**config.mk**
```make
export PLATFORM = sky130hd
export DESIGN_NAME = qdac_serial_load
export DESIGN_NICKNAME = d
export VERILOG_FILES = /design/src/qdac_pkg.sv /design/src/qdac_serial_load.sv /design/src/qdac_sync.sv
export SDC_FILE = /design/constraint.sdc
export NUM_CORES = 1
export LEC_CHECK = 0
export BUFFER_PORTS_ARGS = -buffer_cell sky130_fd_sc_hd__buf_2
export CORE_AREA = 5 5 110 112
export CTS_CLUSTER_SIZE = 16
export DETAILED_ROUTE_END_ITERATION = 8
export DIE_AREA = 0 0 115 117
export PLACE_DENSITY = 0.51
export SKIP_LAST_GASP = 1
export SLEW_MARGIN = 20
export SYNTH_ARGS = -nofsm -noshare
export SYNTH_HDL_FRONTEND = slang
export SYNTH_HIERARCHICAL = 1
export SYNTH_SLANG_ARGS = --single-unit
```
**constraint.sdc**
```tcl
create_clock -name CORE_CLK_IN -period 2.52 [get_ports CORE_CLK_IN]
set_input_delay 0.504 -clock CORE_CLK_IN [delete_from_list [all_inputs] [get_ports CORE_CLK_IN]]
set_output_delay 0.504 -clock CORE_CLK_IN [all_outputs]
set_load 0.05 [all_outputs]
```
**src/qdac_pkg.sv**
```systemverilog
// package: constants and carrier types for the quad dac serial load front end
package qdac_pkg;
  localparam int unsigned WORD_W      = 16;
  localparam int unsigned CODE_W      = 12;
  localparam int unsigned NUM_CH      = 4;
  localparam int unsigned CH_SEL_LSB  = 12;
  localparam int unsigned CH_SEL_W    = 2;
  localparam logic [11:0] CODE_ZERO   = 12'h000;
  localparam logic [11:0] CODE_MID    = 12'h800;
  localparam logic [15:0] SHIFT_RST   = 16'h0000;
  localparam logic [4:0]  CNT_RST     = 5'h00;

  typedef struct packed {
    logic sclk;
    logic serial_data_in;
    logic cs_n;
    logic load_n;
    logic clear_n;
    logic clear_sel;
  } qdac_pins_type;

  typedef logic [NUM_CH-1:0][CODE_W-1:0] qdac_codes_type;
endpackage

```
**src/qdac_serial_load.sv**
```systemverilog
// quad dac serial input register, load strobe and clear logic
`timescale 1ns/10ps

////////////////////////////////////////////////////////////////////////////////
module qdac_serial_load
  import qdac_pkg::*;
#(
  parameter int unsigned WORD_BITS = WORD_W,
  parameter int unsigned CODE_BITS = CODE_W,
  parameter int unsigned CHANNELS  = NUM_CH
) (
  input  wire logic                 CORE_CLK_IN,         // core clock, 200 MHz
  input  wire logic                 NRST_IN,             // async reset, active low
  input  wire logic                 SHIFT_CLK_IN,        // serial shift clock pin
  input  wire logic                 SERIAL_DATA_IN_IN,   // serial data pin
  input  wire logic                 CHIP_SELECT_N_IN,    // chip select, active low
  input  wire logic                 DAC_LOAD_STROBE_N_IN, // load strobe, active low
  input  wire logic                 ASYNC_CLEAR_N_IN,    // clear, active low
  input  wire logic                 CLEAR_LEVEL_SELECT_IN, // 1 midscale, 0 zero
  output qdac_pkg::qdac_codes_type  DAC_CODE_OUT,        // per-channel dac codes
  output logic [WORD_W-1:0]         SHIFT_WORD_OUT,      // serial input register
  output logic                      WORD_DONE_OUT,       // pulse: 16 bits framed
  output logic                      LOAD_DONE_OUT        // pulse: dac updated
);
  import qdac_pkg::*;

  //////////////////////////////////////////////////////////////////////////////
  // pin synchronisation
  localparam int unsigned PIN_W = $bits(qdac_pins_type);
  localparam int unsigned CNT_W = $bits(CNT_RST);

  qdac_pins_type    pins_raw;
  qdac_pins_type    pins_s;
  logic [PIN_W-1:0] pins_s_bits;

  assign pins_raw = '{sclk: SHIFT_CLK_IN, serial_data_in: SERIAL_DATA_IN_IN,
                      cs_n: CHIP_SELECT_N_IN, load_n: DAC_LOAD_STROBE_N_IN,
                      clear_n: ASYNC_CLEAR_N_IN, clear_sel: CLEAR_LEVEL_SELECT_IN};

  // the shift clock is a pin like the rest, so its edges are found after the sync
  qdac_sync #(
    .WIDTH    (PIN_W)
  ) u_sync (
    .clk_in   (CORE_CLK_IN),
    .nrst_in  (NRST_IN),
    .async_in (pins_raw),
    .sync_out (pins_s_bits)
  );
  assign pins_s = pins_s_bits;

  //////////////////////////////////////////////////////////////////////////////
  // edge detection on synchronised levels
  logic sclk_d_ff;
  logic load_d_ff;
  logic cs_d_ff;

  // reset values match the synchroniser so no false edge follows reset
  always_ff @(posedge CORE_CLK_IN or negedge NRST_IN) begin
    if (!NRST_IN) begin
      sclk_d_ff <= 1'b1;
    end else begin
      sclk_d_ff <= pins_s.sclk;
    end
  end

  always_ff @(posedge CORE_CLK_IN or negedge NRST_IN) begin
    if (!NRST_IN) begin
      load_d_ff <= 1'b1;
    end else begin
      load_d_ff <= pins_s.load_n;
    end
  end

  always_ff @(posedge CORE_CLK_IN or negedge NRST_IN) begin
    if (!NRST_IN) begin
      cs_d_ff <= 1'b1;
    end else begin
      cs_d_ff <= pins_s.cs_n;
    end
  end

  wire sclk_rise  = pins_s.sclk & ~sclk_d_ff;
  wire shift_en   = sclk_rise & ~pins_s.cs_n;
  wire load_fall  = ~pins_s.load_n & load_d_ff;
  wire cs_rise    = pins_s.cs_n & ~cs_d_ff;
  wire clear_on   = ~pins_s.clear_n;

  //////////////////////////////////////////////////////////////////////////////
  // serial input register and frame tracking
  typedef enum logic [1:0] {
    FR_IDLE  = 2'b00,
    FR_SHIFT = 2'b01,
    FR_FULL  = 2'b11,
    FR_END   = 2'b10
  } qdac_frame_type;

  qdac_frame_type    frame_ff;
  qdac_frame_type    nxt_frame;
  logic [WORD_W-1:0] shift_ff;
  logic [WORD_W-1:0] nxt_shift;
  logic [CNT_W-1:0]  bit_cnt_ff;
  logic [CNT_W-1:0]  nxt_bit_cnt;
  logic              word_done_ff;
  wire               cnt_full;

  // clear never touches the shift register, so a later load still moves the word
  assign nxt_shift   = shift_en ? {shift_ff[WORD_W-2:0], pins_s.serial_data_in} : shift_ff;
  // count saturates; extra bits simply push the oldest ones out
  assign nxt_bit_cnt = cs_rise ? CNT_RST :
                       (shift_en && bit_cnt_ff != CNT_W'(WORD_BITS)) ? bit_cnt_ff + CNT_W'(1) :
                       bit_cnt_ff;
  assign cnt_full    = (nxt_bit_cnt == CNT_W'(WORD_BITS));

  always_comb begin
    nxt_frame = frame_ff;
    case (frame_ff)
      FR_IDLE: begin
        if (!pins_s.cs_n) begin
          nxt_frame = FR_SHIFT;
        end
      end
      FR_SHIFT: begin
        // a short frame ends quietly: the host gets no completion pulse
        if (cs_rise) begin
          nxt_frame = FR_IDLE;
        end else if (cnt_full) begin
          nxt_frame = FR_FULL;
        end
      end
      FR_FULL: begin
        if (cs_rise) begin
          nxt_frame = FR_END;
        end
      end
      FR_END: begin
        nxt_frame = FR_IDLE;
      end
      default: begin
        nxt_frame = FR_IDLE;
      end
    endcase
  end

  always_ff @(posedge CORE_CLK_IN or negedge NRST_IN) begin
    if (!NRST_IN) begin
      shift_ff <= SHIFT_RST;
    end else begin
      shift_ff <= nxt_shift;
    end
  end

  always_ff @(posedge CORE_CLK_IN or negedge NRST_IN) begin
    if (!NRST_IN) begin
      bit_cnt_ff <= CNT_RST;
    end else begin
      bit_cnt_ff <= nxt_bit_cnt;
    end
  end

  always_ff @(posedge CORE_CLK_IN or negedge NRST_IN) begin
    if (!NRST_IN) begin
      frame_ff <= FR_IDLE;
    end else begin
      frame_ff <= nxt_frame;
    end
  end

  always_ff @(posedge CORE_CLK_IN or negedge NRST_IN) begin
    if (!NRST_IN) begin
      word_done_ff <= 1'b0;
    end else begin
      word_done_ff <= cs_rise && (frame_ff == FR_FULL);
    end
  end

  //////////////////////////////////////////////////////////////////////////////
  // dac data registers
  function automatic logic [CODE_W-1:0] clear_code(input logic sel);
    clear_code = sel ? CODE_MID : CODE_ZERO;
  endfunction

  wire [CH_SEL_W-1:0] ch_sel  = shift_ff[CH_SEL_LSB +: CH_SEL_W];
  wire [CODE_W-1:0]   ld_code = shift_ff[CODE_W-1:0];
  // clear follows the select level live for as long as it is held
  wire [CODE_W-1:0]   clr_code = clear_code(pins_s.clear_sel);

  logic [CHANNELS-1:0] load_hit;

  always_comb begin
    load_hit = '0;
    for (int i = 0; i < CHANNELS; i++) begin
      load_hit[i] = load_fall && (ch_sel == CH_SEL_W'(i));
    end
  end

  qdac_codes_type dac_ff;
  qdac_codes_type nxt_dac;
  logic           load_done_ff;

  always_comb begin
    nxt_dac = dac_ff;
    for (int i = 0; i < CHANNELS; i++) begin
      if (clear_on) begin
        nxt_dac[i] = clr_code;
      end else if (load_hit[i]) begin
        nxt_dac[i] = ld_code;
      end
    end
  end

  always_ff @(posedge CORE_CLK_IN or negedge NRST_IN) begin
    if (!NRST_IN) begin
      dac_ff <= '0;
    end else begin
      dac_ff <= nxt_dac;
    end
  end

  // a load swallowed by clear reports nothing
  always_ff @(posedge CORE_CLK_IN or negedge NRST_IN) begin
    if (!NRST_IN) begin
      load_done_ff <= 1'b0;
    end else begin
      load_done_ff <= load_fall & ~clear_on;
    end
  end

  assign DAC_CODE_OUT   = dac_ff;
  assign SHIFT_WORD_OUT = shift_ff;
  assign WORD_DONE_OUT  = word_done_ff;
  assign LOAD_DONE_OUT  = load_done_ff;
endmodule // qdac_serial_load

```
**src/qdac_sync.sv**
```systemverilog
// two flip-flop synchroniser for a bundle of pin levels
`timescale 1ns/10ps
module qdac_sync #(
  parameter int unsigned WIDTH = 6
) (
  input  wire logic             clk_in,   // core clock
  input  wire logic             nrst_in,  // async reset, active low
  input  wire logic [WIDTH-1:0] async_in, // raw pin levels
  output logic      [WIDTH-1:0] sync_out  // levels safe to use
);
  logic [WIDTH-1:0] meta_ff;
  logic [WIDTH-1:0] sync_ff;

  // idle level is all ones so strobes and select read inactive after reset
  always_ff @(posedge clk_in or negedge nrst_in) begin
    if (!nrst_in) begin
      meta_ff <= '1;
      sync_ff <= '1;
    end else begin
      meta_ff <= async_in;
      sync_ff <= meta_ff;
    end
  end

  assign sync_out = sync_ff;
endmodule // qdac_sync
```
==> results of run 1 <==
## metrics by stage
step | power [uW] | util, % | hold slack [ps] | instances
floorplan | 2079 | - | 208.4 | 315
global placement | 2308 | 36.57 | 346.1 | 520
finish | 3625 | 39.27 | 122.3 | 536
CTS | 3674 | 39.27 | 136.3 | 536
detailed placement | 2313 | 36.57 | 346.9 | 520
global route | 3792 | 39.27 | 157.6 | 536
## cells in the mapped netlist (2+ instances only)
cell type	number	share of area [%]
nor3_1	2	0.28
nor2_1	7	0.74
nor3b_1	2	0.42
nor2b_1	3	0.53
dfrtp_1	73	52
a31oi_1	5	0.88
a21boi_0	45	9.5
mux2i_1	2	0.57
nand2_1	100	11
dfstp_2	15	11
nand3b_1	2	0.42
mux2_2	17	5.4
nand2b_1	2	0.35
ha_1	2	0.71
clkbuf_1	12	1.3
buf_2	5	0.71
inv_1	2	0.21
nand4_1	2	0.35
## sequential cells by signal, summed over array words and instances (netlist names)
name             flops
frame_ff             2
LOAD_DONE_OUT        1
bit_cnt_ff           5
u_sync/meta_ff       6
u_sync/sync_out      6
cs_d_ff              1
WORD_DONE_OUT        1
load_d_ff            1
sclk_d_ff            1
SHIFT_WORD_OUT      16
DAC_CODE_OUT        48
## metal layers
metal / GRT usage [%] / wire length [um] / up-vias
li1: - / - / 1197
met1: 18.92 / 4115 / 1257
met2: 20.79 / 4036 / 45
met3: 2.931 / 332 / 13
met4: 6.573 / 188 / 0
met5: 0 / 0 / -
## power groups by stage
stage / Clock, uW / Combinational (uW) / Sequential [uW]
6_report: 1350 / 570 / 1700
5_1_grt: 1460 / 604 / 1730
4_1_cts: 1380 / 579 / 1710
3_5_place_dp: 0 / 578 / 1740
3_3_place_gp: 0 / 574 / 1730
2_1_floorplan: 0 / 141 / 1940
## kinds of logic (layout without fill, tap and decap cells)
group           count (synthesis)  in the layout  share of synthesized area (%)
compound gates                 55             55                          11.63
xor+xnor                        2              2                         0.4951
fa+ha+maj                       2              2                         0.7071
buf+inv                        20             98                          2.510
flops                          88             88                          62.77
mux                            19             19                          5.976
simple gates                  129            129                          15.91
## worst max-delay path by stage
stage,from,to,cells past startpoint
after CTS,bit_cnt_ff[0],frame_ff[1],6
final,bit_cnt_ff[0],frame_ff[1],6
after detailed placement,bit_cnt_ff[0],frame_ff[1],6
after global routing,bit_cnt_ff[0],frame_ff[1],6
after global placement,u_sync/sync_out[5],bit_cnt_ff[1],5
after floorplan,bit_cnt_ff[0],frame_ff[1],6
## layout make-up
type | count | area (sq um)
tap | 143 | 178.9
sequential | 88 | 2221
clock inverter | 3 | 40.04
clock buffer | 13 | 260.3
fill | 1128 | 6756
inverter | 2 | 7.507
multi-input combinational | 207 | 1229
timing repair buffer | 80 | 432.9
==> reports/qor.yml, run 1 <==
ctsResizeCount: 0
layout_worst_path_cycle_share_pct: 78.84
max_stage_delay_ps: 480
place_hpwl_um: 5903
detail_route.iter0.violations: 91
gp_congestion: 0.7565
drt-pass1-iter-count: 4
die_w_um: 115
core_sq_um: 11130
path_cells: "inv_1 > ha_1 > or4b_1 > a21oi_1 > a311oi_1 > o41ai_2"
grt_pass1_wl_um: 14020
n_antenna_cell: 0
syn_avg_cell_area_sq_um: 11.23
cts_tree: "built"
finalMaxSlewViolations: 0
cp.buffers_inverters: 1
ys_ff_latch: 88
num-nets-final: 398
antenna_left: 0
synth_area_sq_um: 3538
required_ps: 2750
r2r_start: "bit_cnt_ff[0]"
pwr-share-clk_pct: 37.3
numCtsBuffers: 9
syn2layout_area_growth_pct: 23.48
initial_core_util_pct: 31.80
synth_edf_count: 0
sw_frac_of_total_pct: 31.10
h-tree-depth: 3
power_switching_uw: 1127
leakage_uw: 0.002062
viasPerCell: 4.687
max_freq_ghz: 0.5033
ys_seq_area_share_pct: 62.77
startpoint_type: "flop"
async_flop_share_pct: 100.0
grt_start_max_net_pins: 43
worstSetupPathType: "reg2reg"
synthCells: 315
io_pins: 74
rows: 39
power_density_nw_per_um2: 829.6
dpl_cell_area_sq_um: 4069
endpoint_kind: "flop"
fp.dieArea_sq_um: 13460
synth_ff_type: "dfrtp_1"
worstPathMaxFanout: 7
internal_power_uw: 2497
synth_warnings: 6
dp_slack_ps: 537.2
relSlewSlack_pct: 59.13
overflow: 0
p_comb_share_pct: 15.7
die_h_um: 117
outcome: "finished clean"
hold_viol: 0
finClkSkew_ps: 4.534
synth_fp_nets: 325
grt_pass1_vias: 2485
seq_power_share_pct: 47.0
yosys.cell_types.count: 35
max-cap-violations: 0
fin_crit_ps: 1987
final_cell_mix: "nand2_1 (100), dfrtp_1 (73), buf_2 (72)"
fin_ws_ps: 533.1
path_delay_family: "compound AO/OA/AOI/OAI gates"
rsz0062_at_grt: "false"
drt-total-wl_um: 8672
cts_hold_buf: 0
track_usage_pct: 13.76
cts.sinks: 88
insertion_delay_ps: 330
ff2ff_setup_slack_ps: 530
setup_viol: 0
crit_path_top_delay_cell: "or4b_1"
final.setup.tns_ps: 0
io_buffer_count: 73
rr_endpoint: "frame_ff[1]"
post_cts_buffers: 0
path_clk_slew_ps: 60
drc: 0
crit_arrival_ps: 2210
drive_above_1_share_pct: 32.82
ir_worst_vdd_mv: 0.4340
antenna_found_initial: 0
rr_worst_depth: 6
vias: 2512
final_common_cell: "nand2_1"
hold_path.class: "in2async"
cts-root-buf: "clkbuf_16"
stdcell_area_sq_um: 4369
wl_per_cell_um: 16.18
cts_buffer_depth: 2
tightest_slew_ps: 611.3
No activity file was read; power rests on OpenSTA's default activity.
==> run 2: changes to the inputs <==
- PLACE_DENSITY: 0.51 -> 0.53
- clock period: 2.52 -> 1.7 ns (I/O delays scaled with it)
==> run 2 against run 1 <==
Net effect:
- the flow now finishes with violations (setup timing)
- hold slack lost 98 ps
- global-route usage grew 0.28 points
- first-iteration DRC count increased by 7.7%
- critical endpoint unchanged
- highest routed layer unchanged
==> reports/qor.yml, run 2 (same netlist as run 1, synthesis figures left out) <==
outcome: "finished with violations"
violations: "setup timing"
setup_viol: 1
fin_ws_ps: -100.7
detail_route.iter0.violations: 98
grt_pass1_wl_um: 14530
n_antenna_cell: 0
cts.sinks: 88
final_common_cell: "nand2_1"
final.setup.tns_ps: -100.7
overflow: 0
die_h_um: 117
max-cap-violations: 0
holdWs_ps: 24.58
initial_core_util_pct: 31.80
drt-total-wl_um: 8926
required_ps: 1940
crit_path_top_delay_cell: "or4b_4"
worstSetupPathType: "reg2reg"
numCtsBuffers: 9
max_stage_delay_ps: 540
cts-root-buf: "clkbuf_16"
rr_worst_depth: 6
crit_arrival_ps: 2040
antenna_found_initial: 0
syn2layout_area_growth_pct: 30.20
hold_path.class: "in2async"
io_pins: 74
wl_per_cell_um: 16.03
fp.dieArea_sq_um: 13460
cts_tree: "built"
core_sq_um: 11130
num-nets-final: 419
cp.buffers_inverters: 1
drive_above_1_share_pct: 38.65
cts_buffer_depth: 2
antenna_left: 0
worstPathMaxFanout: 3
drc: 0
max_freq_ghz: 0.5553
endpoint_kind: "flop"
hold_viol: 0
viasPerCell: 4.639
grt_start_max_net_pins: 89
path_delay_family: "simple AND/OR/NAND/NOR gates"
dpl_cell_area_sq_um: 4239
vias: 2584
io_buffer_count: 73
place_hpwl_um: 6109
track_usage_pct: 14.04
h-tree-depth: 3
path_clk_slew_ps: 60
fin_crit_ps: 1801
ir_worst_vdd_mv: 0.6467
largest_reg_flops: 48
fillers: 1099
finalMaxSlewViolations: 0
rsz0062_at_grt: "true"
power_density_nw_per_um2: 1227
startpoint_type: "flop"
gp_congestion: 0.7716
dp_slack_ps: -41.05
stdcell_area_sq_um: 4607
final_core_util_pct: 41.41
relSlewSlack_pct: 68.35
drt-pass1-iter-count: 5
insertion_delay_ps: 340
rows: 39
finClkSkew_ps: 4.552
leakage_uw: 0.002181
cts_hold_buf: 0
tightest_slew_ps: 474.7
die_w_um: 115
path_cells: "buf_4 > ha_1 > or4b_4 > a21oi_2 > a311oi_1 > o41ai_2"
final_cell_mix: "nand2_1 (100), buf_2 (72), dfrtp_1 (71)"
cp_num_cells: 6
layout_worst_path_cycle_share_pct: 105.9
grt_pass1_vias: 2673
## run 2: metal layers
metal  wire length [um]  GRT usage, %  vias up  part of all wire [%]
met3                315         3.342        5                   3.5
met4                 98         4.460        0                   1.1
met2               4538         23.42       50                    51
met1               3974         18.15     1287                    45
met5                  0             0        -                     0
li1                   -             -     1242                     -
## run 2: through the flow
step                      total power [uW]  std cells
after floorplan                       3082        315
after global placement                3530        539
after detailed placement              3535        539
after CTS                             5704        556
after global routing                  5892        557
final                                 5652        557
## run 2: worst paths after layout
kind                                       startpoint                 end  slack, ps
worst max-delay path                    bit_cnt_ff[1]         frame_ff[1]       -100
worst min-delay path                          NRST_IN     DAC_CODE_OUT[8]         20
worst max register to register          bit_cnt_ff[1]         frame_ff[1]       -100
worst min register to register      u_sync/meta_ff[5]  u_sync/sync_out[5]        350
max in group asynchronous                     NRST_IN  u_sync/sync_out[2]       1270
min in group CORE_CLK_IN        CLEAR_LEVEL_SELECT_IN   u_sync/meta_ff[0]         90
## run 2: where the power goes
part / internal [uW] / leakage, uW / switching [uW]
clock network: 1330 / 0.000152 / 814
logic: 327 / 0.000886 / 736
registers: 2260 / 0.00114 / 192
## run 2: layout make-up
type / instances / area (sq um) / share of cell area (%)
Inverter: 2 / 7.507 / 0.1630
Timing Repair Buffer: 101 / 615.6 / 13.36
Clock buffer: 11 / 242.7 / 5.269
Clock inverter: 5 / 80.08 / 1.738
Tap cell: 143 / 178.9 / 3.884
Sequential cell: 88 / 2223 / 48.26
Multi-Input combinational cell: 207 / 1259 / 27.32
## run 2: what timing repair did
item | 4_1_cts | 5_1_grt
resized for setup | 0 | 7
setup buffers | 1 | 1
pin swaps | 0 | 2
setup endpoints to repair | 1 | 4
